File: src/irb_pkg.sv
// Constants and types shared by the indirect register access bridge
`default_nettype none
package irb_pkg;

	// ----------------------------------------
	// Register indices (byte address is 4x)
	// ----------------------------------------
	localparam logic [7:0] IDX_ANA_CTL = 8'h40;
	localparam logic [7:0] IDX_ANA_OFS = 8'h41;
	localparam logic [7:0] IDX_ANA_DAT = 8'h42;
	localparam logic [7:0] IDX_APB_PORT_CONTROL = 8'h48;
	localparam logic [7:0] IDX_ADR_LO  = 8'h49;
	localparam logic [7:0] IDX_ADR_HI  = 8'h4a;
	localparam logic [7:0] IDX_DAT0    = 8'h4b;
	localparam logic [7:0] IDX_DAT1    = 8'h4c;
	localparam logic [7:0] IDX_DAT2    = 8'h4d;
	localparam logic [7:0] IDX_DAT3    = 8'h4e;
	localparam int         IDX_LSB     = 2;

	// ----------------------------------------
	// Field positions
	// ----------------------------------------
	localparam int ANA_SEL_LSB  = 2;
	localparam int ANA_AUTO_BIT = 1;
	localparam int ANA_DIR_BIT  = 0;
	localparam int APB_SEL_LSB  = 3;
	localparam int APB_AUTO_BIT = 2;
	localparam int APB_RD_BIT   = 1;
	localparam int APB_EN_BIT   = 0;

	// ----------------------------------------
	// Target codes, steps and reset values
	// ----------------------------------------
	localparam logic [2:0]  ANA_TGT_NONE = 3'h0;
	localparam logic [2:0]  ANA_TGT_HDMI = 3'h4;
	localparam logic [2:0]  ANA_TGT_SER  = 3'h5;
	localparam logic [1:0]  APB_TGT_HDMI = 2'h0;
	localparam logic [1:0]  APB_TGT_EDID = 2'h1;
	localparam logic [7:0]  ANA_STEP     = 8'h01;
	localparam logic [15:0] APB_STEP_HDMI  = 16'h0004;
	localparam logic [15:0] APB_STEP_OTHER = 16'h0001;
	localparam logic [7:0]  RST_BYTE     = 8'h00;
	localparam logic [15:0] RST_HALF     = 16'h0000;
	localparam logic [31:0] RST_WORD     = 32'h0000_0000;

	typedef enum {BUS_IDLE, BUS_ANA, BUS_RESP} irb_bus_e;
	typedef enum {APB_IDLE, APB_SETUP, APB_ACCESS} irb_apb_e;

	// Address step after a finished APB access
	function automatic logic [15:0] apb_step(input logic [1:0] tgt);
		apb_step = (tgt == APB_TGT_HDMI) ? APB_STEP_HDMI : APB_STEP_OTHER;
	endfunction

	// Only the controller and the SRAM accept writes
	function automatic logic apb_writable(input logic [1:0] tgt);
		apb_writable = (tgt == APB_TGT_HDMI) || (tgt == APB_TGT_EDID);
	endfunction

endpackage
`default_nettype wire

File: src/irb_bridge.sv
// Indirect register access bridge: analog window and APB window
//
// Chosen here: the Avalon-MM slave port.
`timescale 1ns/100ps
`default_nettype none
module irb_bridge
(
	input  wire logic        i_ref_clk,
	input  wire logic        i_nrst,
	input  wire logic [9:0]  i_avs_address,
	input  wire logic        i_avs_read,
	input  wire logic        i_avs_write,
	input  wire logic [31:0] i_avs_writedata,
	input  wire logic [3:0]  i_avs_byteenable,
	output logic [31:0]      o_avs_readdata,
	output logic             o_avs_waitrequest,
	output logic             o_ana_hdmi_sel,
	output logic             o_ana_ser_sel,
	output logic             o_ana_wr,
	output logic             o_ana_rd,
	output logic [7:0]       o_ana_addr,
	output logic [7:0]       o_ana_wdata,
	input  wire logic [7:0]  i_ana_rdata,
	input  wire logic        i_ana_ack,
	output logic [1:0]       o_apb_target,
	output logic             o_apb_psel,
	output logic             o_apb_penable,
	output logic             o_apb_pwrite,
	output logic [15:0]      o_apb_paddr,
	output logic [31:0]      o_apb_pwdata,
	input  wire logic [31:0] i_apb_prdata,
	input  wire logic        i_apb_pready,
	input  wire logic        i_apb_pslverr
);

	// ----------------------------------------
	// Declarations
	// ----------------------------------------
	irb_pkg::irb_bus_e bus_r;
	logic [2:0]  ana_sel_r;
	logic        ana_auto_r;
	logic        ana_dir_r;
	logic [7:0]  ana_ofs_r;
	logic [7:0]  ana_dat_r;
	logic [1:0]  apb_sel_r;
	logic        apb_auto_r;
	logic        apb_rd_r;
	logic        apb_en_r;
	logic [15:0] apb_addr_r;
	logic [31:0] apb_data_r;
	logic [7:0]  idx;
	logic [7:0]  wd;
	logic        host_wr;
	logic        host_rd;
	logic        ana_valid;
	logic        ana_go;
	logic        rd_launch;
	logic        wr_launch;
	logic        apb_busy;
	logic        apb_done;
	logic        apb_done_wr;
	logic        apb_err;
	logic [31:0] apb_rdata;
	logic [7:0]  rd_val;

	// ----------------------------------------
	// Bus decode
	// ----------------------------------------
	// Only the low byte lane carries register data
	assign idx     = i_avs_address[9:irb_pkg::IDX_LSB];
	assign wd      = i_avs_writedata[7:0];
	assign host_wr = (bus_r == irb_pkg::BUS_IDLE) && i_avs_write && i_avs_byteenable[0];
	assign host_rd = (bus_r == irb_pkg::BUS_IDLE) && i_avs_read;

	// Only two analog codes lead anywhere
	// target code decode
	assign ana_valid = (ana_sel_r == irb_pkg::ANA_TGT_HDMI) || (ana_sel_r == irb_pkg::ANA_TGT_SER);

	// Data register access goes indirect in the programmed direction
	// direction picks access
	assign ana_go = ana_valid && (idx == irb_pkg::IDX_ANA_DAT)
		&& ((host_wr && !ana_dir_r) || (host_rd && ana_dir_r));

	// Read-start takes the freshly written enable and target
	// read-start launches read
	assign rd_launch = host_wr && (idx == irb_pkg::IDX_APB_PORT_CONTROL) && wd[irb_pkg::APB_EN_BIT]
		&& wd[irb_pkg::APB_RD_BIT] && !apb_busy;

	// Writing the top data byte pushes the whole word out
	// read-only targets refuse
	assign wr_launch = host_wr && (idx == irb_pkg::IDX_DAT3) && apb_en_r
		&& irb_pkg::apb_writable(apb_sel_r) && !apb_busy;

	// Read mux; unmapped indices read as zero
	always_comb
	begin
		rd_val = irb_pkg::RST_BYTE;
		case (idx)
			irb_pkg::IDX_ANA_CTL: rd_val = {3'h0, ana_sel_r, ana_auto_r, ana_dir_r};
			irb_pkg::IDX_ANA_OFS: rd_val = ana_ofs_r;
			irb_pkg::IDX_ANA_DAT: rd_val = ana_dat_r;
			irb_pkg::IDX_APB_PORT_CONTROL: rd_val = {3'h0, apb_sel_r, apb_auto_r, apb_rd_r, apb_en_r};
			irb_pkg::IDX_ADR_LO:  rd_val = apb_addr_r[7:0];
			irb_pkg::IDX_ADR_HI:  rd_val = apb_addr_r[15:8];
			irb_pkg::IDX_DAT0:    rd_val = apb_data_r[7:0];
			irb_pkg::IDX_DAT1:    rd_val = apb_data_r[15:8];
			irb_pkg::IDX_DAT2:    rd_val = apb_data_r[23:16];
			irb_pkg::IDX_DAT3:    rd_val = apb_data_r[31:24];
			default:              rd_val = irb_pkg::RST_BYTE;
		endcase
	end

	// ----------------------------------------
	// Avalon slave sequencing
	// ----------------------------------------
	// Waitrequest idles high and drops for exactly one answer cycle
	always_ff @(posedge i_ref_clk)
	begin
		if (!i_nrst)
		begin
			bus_r             <= irb_pkg::BUS_IDLE;
			o_avs_waitrequest <= 1'b1;
			o_avs_readdata    <= irb_pkg::RST_WORD;
		end
		else
		begin
			case (bus_r)
				irb_pkg::BUS_IDLE:
					if (ana_go)
						bus_r <= irb_pkg::BUS_ANA;
					else if (i_avs_read || i_avs_write)
					begin
						o_avs_waitrequest <= 1'b0;
						o_avs_readdata    <= {24'h0, rd_val};
						bus_r             <= irb_pkg::BUS_RESP;
					end
				irb_pkg::BUS_ANA:
					if (i_ana_ack)
					begin
						o_avs_waitrequest <= 1'b0;
						o_avs_readdata    <= {24'h0, o_ana_rd ? i_ana_rdata : ana_dat_r};
						bus_r             <= irb_pkg::BUS_RESP;
					end
				irb_pkg::BUS_RESP:
				begin
					o_avs_waitrequest <= 1'b1;
					bus_r             <= irb_pkg::BUS_IDLE;
				end
				default:
					bus_r <= irb_pkg::BUS_IDLE;
			endcase
		end
	end

	// ----------------------------------------
	// Analog window
	// ----------------------------------------
	// Control register
	always_ff @(posedge i_ref_clk)
	begin
		if (!i_nrst)
		begin
			ana_sel_r  <= irb_pkg::ANA_TGT_NONE;
			ana_auto_r <= 1'b0;
			ana_dir_r  <= 1'b0;
		end
		else if (host_wr && idx == irb_pkg::IDX_ANA_CTL)
		begin
			ana_sel_r  <= wd[irb_pkg::ANA_SEL_LSB +: 3];
			ana_auto_r <= wd[irb_pkg::ANA_AUTO_BIT];
			ana_dir_r  <= wd[irb_pkg::ANA_DIR_BIT];
		end
	end

	// Offset; software writes never meet an ack, both need distinct states
	always_ff @(posedge i_ref_clk)
	begin
		if (!i_nrst)
			ana_ofs_r <= irb_pkg::RST_BYTE;
		else if (host_wr && idx == irb_pkg::IDX_ANA_OFS)
			ana_ofs_r <= wd;
		else if (bus_r == irb_pkg::BUS_ANA && i_ana_ack && ana_auto_r)
			ana_ofs_r <= ana_ofs_r + irb_pkg::ANA_STEP;
	end

	// Data byte keeps the last value written or read back
	always_ff @(posedge i_ref_clk)
	begin
		if (!i_nrst)
			ana_dat_r <= irb_pkg::RST_BYTE;
		else if (host_wr && idx == irb_pkg::IDX_ANA_DAT)
			ana_dat_r <= wd;
		else if (bus_r == irb_pkg::BUS_ANA && i_ana_ack && o_ana_rd)
			ana_dat_r <= i_ana_rdata;
	end

	// Strobes stand from launch until the block acknowledges
	always_ff @(posedge i_ref_clk)
	begin
		if (!i_nrst)
		begin
			o_ana_hdmi_sel <= 1'b0;
			o_ana_ser_sel  <= 1'b0;
			o_ana_wr       <= 1'b0;
			o_ana_rd       <= 1'b0;
			o_ana_addr     <= irb_pkg::RST_BYTE;
			o_ana_wdata    <= irb_pkg::RST_BYTE;
		end
		else if (ana_go)
		begin
			o_ana_hdmi_sel <= (ana_sel_r == irb_pkg::ANA_TGT_HDMI);
			o_ana_ser_sel  <= (ana_sel_r == irb_pkg::ANA_TGT_SER);
			o_ana_wr       <= !ana_dir_r;
			o_ana_rd       <= ana_dir_r;
			o_ana_addr     <= ana_ofs_r;
			o_ana_wdata    <= wd;
		end
		else if (bus_r == irb_pkg::BUS_ANA && i_ana_ack)
		begin
			o_ana_hdmi_sel <= 1'b0;
			o_ana_ser_sel  <= 1'b0;
			o_ana_wr       <= 1'b0;
			o_ana_rd       <= 1'b0;
		end
	end

	// ----------------------------------------
	// APB window
	// ----------------------------------------
	// Control bits; read-start set wins over the hardware clear
	always_ff @(posedge i_ref_clk)
	begin
		if (!i_nrst)
		begin
			apb_sel_r  <= irb_pkg::APB_TGT_HDMI;
			apb_auto_r <= 1'b0;
			apb_en_r   <= 1'b0;
			apb_rd_r   <= 1'b0;
		end
		else
		begin
			if (host_wr && idx == irb_pkg::IDX_APB_PORT_CONTROL)
			begin
				apb_sel_r  <= wd[irb_pkg::APB_SEL_LSB +: 2];
				apb_auto_r <= wd[irb_pkg::APB_AUTO_BIT];
				apb_en_r   <= wd[irb_pkg::APB_EN_BIT];
			end
			if (apb_done && !apb_done_wr)
				apb_rd_r <= 1'b0;
			if (rd_launch)
				apb_rd_r <= 1'b1;
		end
	end

	// Address bytes; a software write lands after any step
	always_ff @(posedge i_ref_clk)
	begin
		if (!i_nrst)
			apb_addr_r <= irb_pkg::RST_HALF;
		else
		begin
			if (apb_done && apb_auto_r)
				apb_addr_r <= apb_addr_r + irb_pkg::apb_step(o_apb_target);
			if (host_wr && idx == irb_pkg::IDX_ADR_LO)
				apb_addr_r[7:0] <= wd;
			if (host_wr && idx == irb_pkg::IDX_ADR_HI)
				apb_addr_r[15:8] <= wd;
		end
	end

	// Data word; an errored read leaves it untouched
	always_ff @(posedge i_ref_clk)
	begin
		if (!i_nrst)
			apb_data_r <= irb_pkg::RST_WORD;
		else
		begin
			if (apb_done && !apb_done_wr && !apb_err)
				apb_data_r <= apb_rdata;
			if (host_wr && idx == irb_pkg::IDX_DAT0)
				apb_data_r[7:0] <= wd;
			if (host_wr && idx == irb_pkg::IDX_DAT1)
				apb_data_r[15:8] <= wd;
			if (host_wr && idx == irb_pkg::IDX_DAT2)
				apb_data_r[23:16] <= wd;
			if (host_wr && idx == irb_pkg::IDX_DAT3)
				apb_data_r[31:24] <= wd;
		end
	end

	// Sequencer; the write word merges the byte being written now
	irb_apb_master u_apb
	(
		.i_ref_clk    (i_ref_clk),
		.i_nrst       (i_nrst),
		.i_start      (rd_launch || wr_launch),
		.i_write      (wr_launch),
		.i_target     (rd_launch ? wd[irb_pkg::APB_SEL_LSB +: 2] : apb_sel_r),
		.i_addr       (apb_addr_r),
		.i_wdata      ({wd, apb_data_r[23:0]}),
		.i_prdata     (i_apb_prdata),
		.i_pready     (i_apb_pready),
		.i_pslverr    (i_apb_pslverr),
		.o_busy       (apb_busy),
		.o_done       (apb_done),
		.o_done_write (apb_done_wr),
		.o_err        (apb_err),
		.o_rdata      (apb_rdata),
		.o_target     (o_apb_target),
		.o_psel       (o_apb_psel),
		.o_penable    (o_apb_penable),
		.o_pwrite     (o_apb_pwrite),
		.o_paddr      (o_apb_paddr),
		.o_pwdata     (o_apb_pwdata)
	);
endmodule
`default_nettype wire

File: src/irb_apb_master.sv
// APB master sequencer for the indirect APB window
`timescale 1ns/100ps
`default_nettype none
module irb_apb_master
(
	input  wire logic        i_ref_clk,
	input  wire logic        i_nrst,
	input  wire logic        i_start,
	input  wire logic        i_write,
	input  wire logic [1:0]  i_target,
	input  wire logic [15:0] i_addr,
	input  wire logic [31:0] i_wdata,
	input  wire logic [31:0] i_prdata,
	input  wire logic        i_pready,
	input  wire logic        i_pslverr,
	output logic             o_busy,
	output logic             o_done,
	output logic             o_done_write,
	output logic             o_err,
	output logic [31:0]      o_rdata,
	output logic [1:0]       o_target,
	output logic             o_psel,
	output logic             o_penable,
	output logic             o_pwrite,
	output logic [15:0]      o_paddr,
	output logic [31:0]      o_pwdata
);

	irb_pkg::irb_apb_e state_r;

	// Busy also covers the done cycle so the caller sees settled registers
	assign o_busy = (state_r != irb_pkg::APB_IDLE) || o_done;

	// Setup, access, wait for ready
	always_ff @(posedge i_ref_clk)
	begin
		if (!i_nrst)
		begin
			state_r      <= irb_pkg::APB_IDLE;
			o_psel       <= 1'b0;
			o_penable    <= 1'b0;
			o_pwrite     <= 1'b0;
			o_paddr      <= irb_pkg::RST_HALF;
			o_pwdata     <= irb_pkg::RST_WORD;
			o_target     <= 2'h0;
			o_done       <= 1'b0;
			o_done_write <= 1'b0;
			o_err        <= 1'b0;
			o_rdata      <= irb_pkg::RST_WORD;
		end
		else
		begin
			o_done <= 1'b0;
			case (state_r)
				irb_pkg::APB_IDLE:
					if (i_start && !o_busy)
					begin
						o_psel   <= 1'b1;
						o_pwrite <= i_write;
						o_paddr  <= i_addr;
						o_pwdata <= i_wdata;
						o_target <= i_target;
						state_r  <= irb_pkg::APB_SETUP;
					end
				irb_pkg::APB_SETUP:
				begin
					o_penable <= 1'b1;
					state_r   <= irb_pkg::APB_ACCESS;
				end
				irb_pkg::APB_ACCESS:
					if (i_pready)
					begin
						o_psel       <= 1'b0;
						o_penable    <= 1'b0;
						o_done       <= 1'b1;
						o_done_write <= o_pwrite;
						o_err        <= i_pslverr;
						o_rdata      <= i_prdata;
						state_r      <= irb_pkg::APB_IDLE;
					end
				default:
					state_r <= irb_pkg::APB_IDLE;
			endcase
		end
	end
endmodule
`default_nettype wire

File: config.mk
export PLATFORM = sky130hd
export DESIGN_NAME = irb_bridge
export DESIGN_NICKNAME = d
export VERILOG_FILES = /design/src/irb_pkg.sv /design/src/irb_bridge.sv /design/src/irb_apb_master.sv
export SDC_FILE = /design/constraint.sdc
export NUM_CORES = 1
export LEC_CHECK = 0
export ABC_AREA = 1
export BUFFER_PORTS_ARGS = -buffer_cell sky130_fd_sc_hd__buf_2
export CAP_MARGIN = 30
export CORE_MARGIN = 4
export CORE_UTILIZATION = 45
export CTS_BUF_LIST = sky130_fd_sc_hd__clkbuf_4 sky130_fd_sc_hd__clkbuf_8
export DETAILED_ROUTE_END_ITERATION = 7
export GPL_TIMING_DRIVEN = 1
export HOLD_SLACK_MARGIN = 0.12
export PLACE_DENSITY = 0.64
export REMOVE_ABC_BUFFERS = 1
export SETUP_SLACK_MARGIN = 0.15
export SLEW_MARGIN = 20
export SYNTH_ARGS = -nofsm -noshare
export SYNTH_HDL_FRONTEND = slang
export SYNTH_HIERARCHICAL = 1
export SYNTH_SLANG_ARGS = --single-unit
export TNS_END_PERCENT = 5
File: constraint.sdc
create_clock -name i_ref_clk -period 5.7 [get_ports i_ref_clk]
set_input_delay 0.285 -clock i_ref_clk [delete_from_list [all_inputs] [get_ports i_ref_clk]]
set_output_delay 0.285 -clock i_ref_clk [all_outputs]
set_load 0.03 [all_outputs]
## Word-level counts from Yosys, hierarchy flattened

Index checks and enable logic that the tools add are counted.

- Input bits: 93
- Output and inout port bits: 106
- Bits in registers: 279

- Reduce and logical (&&, ||, !) cells: 69
- Eq/ne operators: 24
- Muxes and demuxes: 43
- Add/subtract/negate cells: 2

Operator list:

| kind | count |
|---|---|
| 32-bit 2-to-1 mux | 9 |
| 32-bit one-hot mux with 2 select lines | 2 |
| 32-bit by 2-bit equality test with 1-bit output, second input constant | 3 |
| 32-bit logical NOT | 3 |
| 32-bit one-hot mux with 3 select lines | 1 |
| 8-bit 2-to-1 mux | 11 |
| 8-bit by 7-bit equality test with 1-bit output, second input constant | 10 |
| 8-bit one-hot mux with 10 select lines | 1 |
| 32-bit by 1-bit equality test with 1-bit output, second input constant | 2 |
| 32-bit nonzero test | 1 |
| 1-bit logical AND | 30 |
| 2-bit nonzero test | 13 |
| 16-bit by 3-bit adder with 16-bit output | 1 |
| 16-bit 2-to-1 mux | 1 |
| 1-bit 2-to-1 mux | 13 |
| 2-bit AND reduction | 6 |
| 8-bit by 1-bit adder with 8-bit output, second input constant | 1 |
| 2-bit inequality test, second input constant | 4 |
| 4-bit AND reduction | 2 |
| 3-bit equality test, second input constant | 2 |
| 1-bit logical OR | 6 |
| 1-bit logical NOT | 4 |
| 2-bit logical NOT | 2 |
| 1-bit one-hot mux with 2 select lines | 2 |
| 8 further kinds | 8 |

## Logic depth before layout (Yosys ltp)

Gate-level depths: netlist of run 1.

- Depth after elaboration: 11
- Mapped depth: 16

## Hierarchy

The synthesis of run 1 kept the hierarchy.

Modules (own cells, without submodules):

| module | times used | cells an instance | sequential area each (um^2) | area an instance (um^2) |
|---|---|---|---|---|
| irb_bridge | 1 | 947 | 2102.0 | 6253.5 |
| irb_apb_master | 1 | 610 | 1801.7 | 4060.1 |

## Worst setup path after synthesis of run 1

Ideal clock, no wire load.

- Path kind: reg-to-reg
- Start point: register bus_r[0]
- End point: register u_apb.o_paddr[10]
- Data required time: 5.590 ns
- Path slack: 3.515 ns
- Setup time: 0.110 ns
- Period minus slack after synthesis: 2.185 ns
- Stages on the path, launching flop included: 16
- Arrival time: 2.075 ns
- Cells stage by stage: dfxtp_1 -> inv_1 -> ha_1 -> nand3_4 -> clkinv_4 -> nand3_2 -> inv_2 -> nand2_1 -> nor3_1 -> or2_2 -> buf_2 -> nand3_2 -> buf_2 -> nand2_1 -> inv_1 -> nor2_1

- Word-level cells in the longest chain between the ends: 10
- Elaborated cells between the ends (all ways): 14
- Those cells by class: reduce/logical: 14

Ends and longest elaborated chain:

| item | line | text |
|---|---|---|
| from (decl) | irb_bridge.sv:39 | `irb_pkg::irb_bus_e bus_r;` |
| from (signal assigned) | irb_bridge.sv:121 | `bus_r <= irb_pkg::BUS_IDLE;` |
| from (signal assigned) | irb_bridge.sv:130 | `bus_r <= irb_pkg::BUS_ANA;` |
| from (signal assigned) | irb_bridge.sv:135 | `bus_r <= irb_pkg::BUS_RESP;` |
| 32-bit logical NOT * | irb_bridge.sv:72 | `assign host_wr = (bus_r == irb_pkg::BUS_IDLE) && i_avs_write && i_avs_byteenable[0];` |
| 1-bit logical AND * (2 in a row) | irb_bridge.sv:72 |  |
| 1-bit logical AND (on tied branches) (2 in a row) | irb_bridge.sv:86, irb_bridge.sv:91 |  |
| 1-bit logical AND (on tied branches) (2 in a row) | irb_bridge.sv:87, irb_bridge.sv:92 |  |
| 1-bit logical OR * | irb_bridge.sv:296 | `.i_start (rd_launch \|\| wr_launch),` |
| 1-bit logical AND * | irb_apb_master.sv:56 | `if (i_start && !o_busy)` |
| 2-bit AND reduction (no source line) * | - |  |
| to (signal assigned) | irb_apb_master.sv:43 | `o_paddr <= irb_pkg::RST_HALF;` |
| to (signal assigned) | irb_apb_master.sv:60 | `o_paddr <= i_addr;` |
| to (decl) | irb_apb_master.sv:25 | `output logic [15:0] o_paddr,` |

Every way passes the cells marked *; elsewhere a longest branch is shown, timed or not.
A chain may end at the register's enable or synchronous reset.

## Worst setup path in the final report of run 1

- Start point: register bus_r[0]
- End point: register u_apb.o_pwdata[25]

- Word-level cells in the longest chain between the ends: 10
- Elaborated cells between the ends (all ways): 14
- Those cells by class: reduce/logical: 14

Ends and longest elaborated chain:

| item | line | text |
|---|---|---|
| 32-bit logical NOT | irb_bridge.sv:72 |  |
| 1-bit logical AND (2 in a row) | irb_bridge.sv:72 |  |
| 1-bit logical AND (2 in a row) | irb_bridge.sv:91 | `assign wr_launch = host_wr && (idx == irb_pkg::IDX_DAT3) && apb_en_r` |
| 1-bit logical AND (2 in a row) | irb_bridge.sv:92 | `&& irb_pkg::apb_writable(apb_sel_r) && !apb_busy;` |
| named net wr_launch | irb_bridge.sv:58 | `logic wr_launch;` |
| 1-bit logical OR | irb_bridge.sv:296 |  |
| 1-bit logical AND | irb_apb_master.sv:56 |  |
| 2-bit AND reduction (no source line) | - |  |
| to (signal assigned) | irb_apb_master.sv:44 | `o_pwdata <= irb_pkg::RST_WORD;` |
| to (signal assigned) | irb_apb_master.sv:61 | `o_pwdata <= i_wdata;` |
| to (decl) | irb_apb_master.sv:26 | `output logic [31:0] o_pwdata` |

The timed path passes the listed nets, and every way through them passes these cells.

==> results of run 1 <==
==> area by class of cell <==
cell class | count | share of cell area (%)
Multi-Input combinational cell | 1025 | 42.4
Sequential cell | 195 | 33.3
Timing Repair Buffer | 189 | 10.0
Inverter | 248 | 7.97
Tap cell | 285 | 3.04
Clock buffer | 23 | 2.54
Clock inverter | 9 | 0.789
==> state kept, by name (all words and copies together), names as in the netlist, 2 cells and up <==
signal / flops
ana_dat_r: 8
ana_ofs_r: 8
ana_sel_r: 3
apb_addr_r: 16
apb_data_r: 32
apb_sel_r: 2
bus_r: 2
o_ana_addr: 8
o_ana_wdata: 8
o_avs_readdata: 8
u_apb/o_paddr: 16
u_apb/o_pwdata: 32
u_apb/o_rdata: 32
u_apb/o_target: 2
u_apb/state_r: 2
==> stage by stage <==
step | area, um2 | hold WS (ps) | utilization, % | std cells
after floorplan | 9810 | 383 | - | 1468
after global placement | 11000 | 450 | 48.6 | 1906
after detailed placement | 11000 | 454 | 48.6 | 1907
after CTS | 11700 | 130 | 51.8 | 1972
after global routing | 11700 | 137 | 52.0 | 1974
final | 11700 | 156 | 52.0 | 1974
==> layer usage <==
| layer | vias to the layer above | track usage (%) |
|---|---|---|
| met5 | - | 0 |
| met3 | 50 | 3.55 |
| met2 | 361 | 36.4 |
| li1 | 5174 | - |
| met4 | 0 | 8.32 |
| met1 | 4581 | 32.7 |
==> report_power, final <==
group | switching (W) | internal (W)
sequential | 0.00000367 | 0.00137
combinational | 0.000137 | 0.0000567
clock | 0.000516 | 0.000400
total | 0.000657 | 0.00182
==> cells in the final DEF, fill, tap and decap left out, drive strengths merged, types with 3 or more instances in the layout <==
cell type	instances
xor2	9
nor3	8
conb	24
nor2	157
a311oi	8
inv	244
clkinvlp	3
clkinv	9
nand2	349
o21ai	125
nand3	92
o211ai	4
dfxtp	195
ha	7
nand4	94
xnor2	5
a21oi	126
buf	156
mux2	3
clkbuf	23
dlygate4sd3	33
==> kinds of logic after synthesis <==
kind of cell	after synthesis	synth area share, %
multiplexers	3	0.328
AND/OR/NAND/NOR	707	31.3
flip-flops	195	37.9
adder cells (fa/ha/maj)	7	0.849
AO/OA/AOI/OAI	270	13.7
other	1	0.0364
XOR/XNOR	14	1.19
buffers and inverters	360	14.8
==> tightest hold or removal path, delay by kind of cell <==
family,cells,cell delay [ps]
buf+inv,1,100
compound gates,1,80
simple gates,1,130
==> worst min-delay path by stage <==
stage                              endpoint  slack [ps]  cells past startpoint
after floorplan                ana_ofs_r[0]         380                      2
after global placement       o_ana_hdmi_sel         450                      2
after detailed placement  u_apb/o_rdata[10]         450                      2
after CTS                 u_apb/o_rdata[14]         130                      3
after global routing      u_apb/o_rdata[14]         140                      3
final                     u_apb/o_rdata[14]         160                      3
==> run_results.csv, run 1 <==
group,metric,value,unit
status,status,"finished, final reports clean",
synthesis,synth_area_leader_cell,"dfxtp_1",
detailed_routing,top_layer,"met4",
floorplanning,die-area,0.0254,mm2
timing,layout_setup_ws,2440,ps
timing,clock_skew,15.2,ps
global_routing,grt.overflow.total,0,
placement,dp_hpwl,21000,um
worst_setup_path,slowest_delay,510,ps
cts,cts-hold-fix-buffers,33,
pwr,ir_worst_vdd,0.120,mV
pwr,p_leak,5.25,nW
finish,antenna_cells,0,
worst_setup_path,reg2reg_slack,2440,ps
floorplanning,dieHeight,159,um
global_routing,grt_max_degree,83,
cts,ctsResizeCount,0,
worst_setup_path,crit_required,6080,ps
detailed_routing,dr_wl_met2,13800,um
detailed_routing,wl,30600,um
global_routing,grt.total_usage,23.3,%
worst_setup_path,reg2regPathDepth,13,
cts,cts_sinks,195,
finish,drive_above_1_share,14.3,%
detailed_routing,drc_errors,0,
timing,post-route-period-util,57.1,%
global_routing,grt_pass1_vias,9109,
timing,rsz0062_at_grt,"no",
detailed_routing,first_pass_iters,5,
worst_setup_path,path_buf_inv,5,
run,drv_cap,0,
cts,ctsHtreeMaxLevel,4,
hold_path,hold_class,"input pin to flop",
synthesis,syn-mean-instance-area,6.62,um2
worst_setup_path,cp_max_fo,53,
worst_setup_path,path_class,"flop to flop",
worst_setup_path,crit_path_frequent_cell,"inv_1",
worst_setup_path,crit_start,"bus_r[0]",
worst_setup_path,r2r_start,"bus_r[0]",
synthesis,synth_ff_type,"dfxtp_1",
detailed_routing,drt-initial-drc-count,887,
cts,cts_setup_buffers,0,
synthesis,synth.area.top_cells,"dfxtp_1, nand2_1, inv_1",
timing,fin_crit,3260,ps
finish,fillers,2347,
hold_path,min_from,"i_apb_prdata[14]",
pwr,p_per_area,211,mW/mm2
detailed_routing,ant_nets,0,
synthesis,synth.most_common_cell,"nand2_1",
timing,finalSetupViolations,0,
timing,final-hold-violation-count,0,
timing,drv_slew,0,
cts,clk_latency,480,ps
synthesis,netlist_top_cells_count,"nand2_1, inv_1, dfxtp_1",
placement,gp_congestion,0.932,
worst_setup_path,critPathSlowestCell,"buf_4",
timing,setup-tns-final,0,ps
placement,post-place-ws,2240,ps
synthesis,yosysSeqAreaShare,37.9,%
finish,syn2layout_area_growth,13.8,%
detailed_routing,viasPerCell,5.15,
finish,multi_input_area,0.00498,mm2
synthesis,yosys_register_bits,195,
synthesis,syn_area,0.0103,mm2
worst_setup_path,r2r_end,"u_apb/o_pwdata[25]",
finish,final_nets,1776,
cts,cts_tree,"yes",
synthesis,ys_async_sr_fraction,0,%
floorplanning,start_util,45.7,%
worst_setup_path,path_cells,"inv_1, ha_1, nand3_4, clkinv_4, nand2_2, nor4_2, or2_2, buf_12, nand3_2, buf_4, nand2_1, inv_1, nor2_1",
worst_setup_path,cp-endpoint,"u_apb/o_pwdata[25]",
cts,cts_made_buffers,17,
global_routing,grt_antenna_before_repair,0,
synthesis,synthCells,1557,
cts,clockBufferDepth,2,
floorplanning,io_pins,199,
worst_setup_path,timing.critical_path.arrival,3640,ps
synthesis,synth-edff-count,0,
synthesis,yosys.area.top_type_share,37.9,%
floorplanning,fp.dieW,159,um
detailed_routing,wl_per_cell,15.5,um
floorplanning,fp.coreArea,0.0226,mm2
timing,worst_pin_slew,932,ps
worst_setup_path,crit_family,"simple AND/OR/NAND/NOR gates",
placement,port_buffers,145,
floorplanning,rows,55,
detailed_routing,met1_length,13900,um
synthesis,yosys_warnings,6,
timing,max_freq,0.307,GHz
worst_setup_path,crit_cells,13,
synthesis,synth_cell_types,43,
cts,root_buffer,"clkbuf_8",
worst_setup_path,critPathCaptureType,"flop",
timing,slew_headroom,37.8,%
finish,regArea,0.00390,mm2
pwr,power.total,0.00248,W
worst_setup_path,worst_setup_path_start_kind,"flop",
global_routing,grt_pass1_wl,48400,um
detailed_routing,vias,10200,
cts,clk_pin_slew,100,ps
detailed_routing,route.met3.wl,2050,um
Power figures use the tool's default switching activity.
==> inputs of run 2 (changes only) <==
ABC_AREA = 0   (was 1)
PLACE_DENSITY = 0.67   (was 0.64)
clock period = 2.6 ns   (was 5.7 ns; I/O delays follow)
==> run_results.csv, run 2 <==
group,metric,value,unit
synthesis,synth_mux_area_share,17.6,%
synthesis,synth_ff_type,"dfxtp_1",
cts,clk_pin_slew,100,ps
detailed_routing,wl,26700,um
placement,dp_hpwl,18300,um
cts,ctsHtreeMaxLevel,4,
timing,slew_headroom,55.8,%
timing,fin_crit,2340,ps
finish,fin_area,0.0115,mm2
placement,gp_congestion,0.894,
worst_setup_path,critPathSlowestCell,"dfxtp_1",
timing,worst_pin_slew,661,ps
pwr,p_leak,4.41,nW
worst_setup_path,r2r_end,"u_apb/o_pwdata[23]",
hold_path,min_to,"ana_sel_r[1]",
detailed_routing,drt-initial-drc-count,493,
finish,final_cell_mix,"nand2_1, dfxtp_1, mux2i_1",
synthesis,yosys.area.top_type_share,40.8,%
synthesis,synth_area_leader_cell,"dfxtp_1",
synthesis,synth.area.top_cells,"dfxtp_1, mux2i_1, nand2_1",
synthesis,synth-edff-count,0,
synthesis,ys_async_sr_fraction,0,%
cts,cts_made_buffers,17,
timing,max_freq,0.428,GHz
timing,final-hold-violation-count,0,
floorplanning,io_pins,199,
synthesis,synthSimpleGateAreaFrac,19.0,%
run,drv_cap,0,
worst_setup_path,reg2regPathDepth,11,
cts,cts_sinks,195,
detailed_routing,wl_per_cell,17.4,um
synthesis,yosys_register_bits,195,
worst_setup_path,slowest_delay,340,ps
hold_path,hold_class,"input pin to flop",
floorplanning,die-area,0.0237,mm2
worst_setup_path,path_class,"flop to flop",
global_routing,grt.overflow.total,0,
worst_setup_path,worst_setup_path_start_kind,"flop",
global_routing,grt_antenna_before_repair,0,
global_routing,grt.total_usage,22.2,%
floorplanning,dieHeight,154,um
timing,hold_ws,190,ps
timing,finalSetupViolations,0,
hold_path,min_from,"i_avs_address[5]",
detailed_routing,first_pass_iters,5,
floorplanning,fp.coreArea,0.0210,mm2
floorplanning,rows,53,
worst_setup_path,reg2reg_slack,260,ps
timing,post-route-period-util,89.9,%
synthesis,synth.most_common_cell,"nand2_1",
global_routing,met3_usage,3.69,%
floorplanning,start_util,45.7,%
synthesis,netlist_top_cells_count,"nand2_1, dfxtp_1, mux2i_1",
worst_setup_path,critPathCaptureType,"flop",
worst_setup_path,cp_max_fo,27,
pwr,ir_worst_vdd,0.262,mV
global_routing,grt_pass1_vias,7922,
synthesis,yosys_warnings,6,
detailed_routing,viasPerCell,5.32,
finish,syn2layout_area_growth,20.3,%
status,status,"finished, final reports clean",
worst_setup_path,crit_required,2980,ps
placement,dpl_cell_area,0.0105,mm2
hold_path,hold_depth,4,
placement,port_buffers,145,
global_routing,grt_max_degree,129,
synthesis,synth_top_family_by_area,"simple AND/OR/NAND/NOR gates",
global_routing,grt_pass1_wl,42500,um
worst_setup_path,timing.critical_path.arrival,2720,ps
finish,largest_registers,"apb_data_r: 32 flops, u_apb/o_pwdata: 32 flops, u_apb/o_rdata: 32 flops",
synthesis,yosysSeqAreaShare,40.8,%
timing,rsz0062_at_grt,"yes",
cts,cts_tree,"yes",
finish,final_common_cell,"nand2_1",
synthesis,synthCells,1063,
synthesis,synth_fa_ha_area_share,0.914,%
finish,antenna_cells,0,
detailed_routing,ant_nets,0,
pwr,p_per_area,495,mW/mm2
detailed_routing,vias,8142,
synthesis,synth_cell_types,70,
timing,clock_skew,15.2,ps
finish,fillers,1960,
cts,clk_latency,470,ps
finish,drive_above_1_share,21.6,%
timing,drv_slew,0,
synthesis,synth_compound_gate_area_share,12.3,%
global_routing,met1_usage,29.7,%
cts,clockBufferDepth,2,
cts,root_buffer,"clkbuf_8",
worst_setup_path,r2r_start,"bus_r[0]",
detailed_routing,drc_errors,0,
global_routing,top_usage_layer,"met2",
synthesis,syn-mean-instance-area,9.01,um2
global_routing,use_met2,36.3,%
synthesis,synth_xor_area_share,1.92,%
synthesis,syn_area,0.00958,mm2
worst_setup_path,path_cells,"inv_1, ha_2, nand3_4, nor3_4, and3_4, nand4b_4, o21ai_0, nor4b_4, buf_4, buf_12, mux2i_1",
floorplanning,fp.dieW,154,um
finish,final_nets,1342,
[run 2: cell count changes after synthesis, sizes merged, moves of 58 or more]
cell | before | now
nand3 | 92 | 25
a21oi | 126 | 49
mux2i | 0 | 149
o21ai | 125 | 15
nand2 | 349 | 237
inv | 241 | 7
nor2 | 157 | 83
a211oi | 1 | 59
nand4 | 94 | 6
[run 2: layer usage]
layer  part of all wire, %  wire length (um)
met5                     0                 0
met4                   3.0               795
met3                   5.8              1540
met2                    46             12200
met1                    46             12200
[run 2: metrics by stage]
stage | cells | setup WS [ps] | total power, W | TNS, ps | util (%)
after floorplan | 981 | -3660 | 0.00323 | -206450 | -
after global placement | 1443 | 124 | 0.00346 | 0 | 50.0
after detailed placement | 1443 | 6.29 | 0.00346 | 0 | 50.0
after CTS | 1530 | 239 | 0.00574 | 0 | 54.9
after global routing | 1530 | 76.9 | 0.00589 | 0 | 55.0
final | 1530 | 263 | 0.00570 | 0 | 55.0
[run 2: critical path, delay by kind of cell (launching register included)]
| kind | cells | cell delay, ps |
|---|---|---|
| buf+inv | 3 | 530 |
| simple gates | 5 | 800 |
| fa+ha+maj | 1 | 210 |
| compound gates | 1 | 90 |
| flops | 1 | 340 |
| mux | 1 | 270 |
[run 2: worst max-delay path by stage]
stage                     slack (ps)                  to              from  cells past startpoint
after floorplan                -3660    u_apb/o_paddr[0]  i_avs_address[7]                      7
after detailed placement           6    u_apb/o_paddr[1]  i_avs_address[7]                      9
after global routing              80   u_apb/o_pwdata[5]          bus_r[1]                     11
after global placement           120  u_apb/o_pwdata[22]  i_avs_address[7]                      9
after CTS                        240    u_apb/o_paddr[5]          bus_r[0]                     11
final                            260  u_apb/o_pwdata[23]          bus_r[0]                     11
[run 2: cells by family after synthesis]
logic type	Yosys count
buffers and inverters	112
other	1
adder cells (fa/ha/maj)	7
multiplexers	162
XOR/XNOR	21
AO/OA/AOI/OAI	164
AND/OR/NAND/NOR	401
flip-flops	195
[run 2: power breakdown]
part | total [W] | internal (W) | switching [W]
clock network | 0.00223 | 0.00116 | 0.00108
registers | 0.00300 | 0.00299 | 0.00000587
logic | 0.000465 | 0.000162 | 0.000303
total | 0.00570 | 0.00431 | 0.00138
[run 2: final cells by class]
| type | count | area, um2 | area share, % |
|---|---|---|---|
| Multi-Input combinational cell | 779 | 5090 | 44.2 |
| Clock inverter | 10 | 171 | 1.49 |
| Timing Repair Buffer | 242 | 1690 | 14.7 |
| Inverter | 7 | 26.3 | 0.228 |
| Tap cell | 275 | 344 | 2.99 |
| Clock buffer | 22 | 290 | 2.52 |
| Sequential cell | 195 | 3900 | 33.9 |
[run 2: what timing repair did]
| item | CTS | global route |
|---|---|---|
| setup buffers | 1 | 0 |
| resized for setup | 1 | 3 |
| cloned | 2 | 0 |
| hold endpoints to repair | 97 | 0 |
| hold buffers | 52 | 0 |
| setup endpoints to repair | 51 | 53 |
==> inputs of run 3 (changes only) <==
ABC_AREA = 1   (was 0)
CAP_MARGIN = 15   (was 30)
CORE_UTILIZATION = 46   (was 45)
PLACE_DENSITY = 0.68   (was 0.67)
==> run_results.csv, run 3 (synthesis results as in run 1) <==
group,metric,value,unit
pwr,p_clk_share,37.1,%
cts,clk_pin_slew,110,ps
worst_setup_path,crit_required,3010,ps
floorplanning,fp.dieW,158,um
finish,syn2layout_area_growth,16.8,%
placement,gp_congestion,0.892,
pwr,ir_worst_vdd,0.315,mV
hold_path,hold_class,"input pin to flop",
detailed_routing,wl,29900,um
worst_setup_path,worst_setup_path_start_kind,"flop",
global_routing,grt_antenna_before_repair,2,
timing,layout_setup_ws,343,ps
worst_setup_path,critPathCaptureType,"flop",
cts,cts_sinks,195,
timing,max_freq,0.443,GHz
finish,final_common_cell,"nand2_1",
floorplanning,fp.coreArea,0.0220,mm2
detailed_routing,vias,10300,
timing,slew_headroom,40.7,%
pwr,swShare,27.6,%
timing,finalSetupViolations,0,
placement,dp_hpwl,20900,um
timing,worst_pin_slew,888,ps
floorplanning,rows,54,
placement,port_buffers,145,
worst_setup_path,path_cells,"inv_1, ha_2, nand3_4, clkinv_4, nand2_2, nor4_2, or2_2, nand3_2, buf_4, nand2_1, inv_1, nor2_1",
worst_setup_path,slowest_delay,360,ps
cts,cts_made_buffers,17,
detailed_routing,viasPerCell,5.12,
pwr,p_per_area,457,mW/mm2
global_routing,grt_pass1_wl,47600,um
finish,stdcell_count,2003,
global_routing,grt.overflow.total,0,
finish,largest_registers,"apb_data_r: 32 flops, u_apb/o_pwdata: 32 flops, u_apb/o_rdata: 32 flops",
worst_setup_path,critPathSlowestCell,"nor4_2",
timing,fin_crit,2260,ps
finish,drive_above_1_share,14.9,%
floorplanning,start_util,47.0,%
cts,cts_tree,"yes",
floorplanning,die-area,0.0249,mm2
global_routing,grt_max_degree,117,
detailed_routing,ant_nets,0,
detailed_routing,wl_per_cell,14.9,um
pwr,p_int,0.00398,W
cts,clockBufferDepth,2,
pwr,p_leak,5.40,nW
finish,final_nets,1808,
placement,dpl.cell_count,1916,
placement,post-place-ws,348,ps
worst_setup_path,crit_path_frequent_cell,"inv_1",
floorplanning,io_pins,199,
run,drv_cap,0,
floorplanning,dieHeight,158,um
worst_setup_path,path_class,"flop to flop",
worst_setup_path,crit_family,"simple AND/OR/NAND/NOR gates",
finish,final_cell_mix,"nand2_1, inv_1, dfxtp_1",
timing,clock_skew,16.0,ps
timing,drv_slew,0,
detailed_routing,drc_errors,0,
pwr,switchingPower,0.00152,W
detailed_routing,drt-initial-drc-count,801,
status,status,"finished, final reports clean",
global_routing,grt.total_usage,23.9,%
cts,root_buffer,"clkbuf_8",
pwr,pwr-share-seq,54.6,%
global_routing,grt_pass1_vias,9224,
timing,setup-tns-final,0,ps
cts,clk_latency,470,ps
pwr,comb_power_share,8.3,%
detailed_routing,first_pass_iters,7,
worst_setup_path,cp_max_fo,19,
timing,rsz0062_at_grt,"no",
cts,ctsHtreeMaxLevel,4,
worst_setup_path,path_buf_inv,4,
worst_setup_path,timing.critical_path.arrival,2660,ps
timing,final-hold-violation-count,0,
timing,post-route-period-util,86.8,%
## run 3: changes by cell type in the layout (fill, tap and decap cells not counted), moves of 10 or more
cell | previous run | this run
inv_1 | 6 | 228
o21ai_0 | 14 | 124
buf_4 | 37 | 21
a21oi_1 | 49 | 125
mux2i_1 | 149 | 0
a211oi_2 | 15 | 0
nand4_1 | 6 | 94
a211oi_1 | 44 | 1
inv_2 | 1 | 13
nand2_1 | 235 | 338
nand2_2 | 0 | 10
nor2_1 | 80 | 143
nand3_1 | 24 | 85
## run 3: worst paths after layout
kind / start / endpoint / slack, ps / depth (start not counted)
worst max-delay path: bus_r[0] / u_apb/o_paddr[4] / 340 / 12
worst min-delay path: i_avs_address[3] / o_avs_readdata[4] / 170 / 6
worst max register to register: bus_r[0] / u_apb/o_paddr[4] / 340 / 12
worst min register to register: o_ana_wr / o_ana_wr / 470 / 2
## run 3: metal layers
| metal | part of all wire, % | GRT usage (%) | vias to the layer above |
|---|---|---|---|
| li1 | - | - | 5245 |
| met2 | 46 | 38.7 | 329 |
| met3 | 6.9 | 4.21 | 52 |
| met4 | 2.6 | 7.99 | 0 |
| met1 | 44 | 32.4 | 4629 |
| met5 | 0 | 0 | - |
## run 3: metrics by stage
| stage | hold slack, ps | utilization (%) | total power [W] | cell area (um2) |
|---|---|---|---|---|
| 2_1_floorplan | 228 | - | 0.00328 | 9810 |
| 3_3_place_gp | 414 | 50.6 | 0.00346 | 11100 |
| 3_5_place_dp | 414 | 50.6 | 0.00346 | 11100 |
| 4_1_cts | 136 | 54.8 | 0.00555 | 12000 |
| 5_1_grt | 196 | 54.9 | 0.00572 | 12000 |
| 6_report | 166 | 54.9 | 0.00550 | 12000 |
## run 3: worst register-to-register path, cell delays in order (launching register included)
cell      delay (ps)
dfxtp_1          350
inv_1             90
ha_2             280
nand3_4          110
clkinv_4         100
nand2_2           70
nor4_2           360
or2_2            270
nand3_2          120
buf_4            260
nand2_1           80
inv_1             30
nor2_1            90
## run 3: layout make-up
cell class                      instances  area, um2
Sequential cell                       195       3900
Antenna cell                            2       5.00
Timing Repair Buffer                  221       1470
Fill cell                            2181       9910
Multi-Input combinational cell       1025       4980
Inverter                              248        936
Clock inverter                         14        155
Tap cell                              280        350
Clock buffer                           18        248
## run 3: power by group through the flow
stage,Clock (W),Sequential (W),Combinational (W)
after floorplan,0,0.00310,0.000186
after global placement,0,0.00307,0.000386
after detailed placement,0,0.00307,0.000389
after CTS,0.00209,0.00301,0.000451
after global routing,0.00221,0.00301,0.000494
final,0.00204,0.00301,0.000456
## run 3: what timing repair did
item                                    in CTS  in global routing
endpoints found under the setup margin       0                 11
endpoints found under the hold margin       95                  0
gates resized for setup                      0                  1
hold buffers                                53                  0
setup buffers                                0                  0
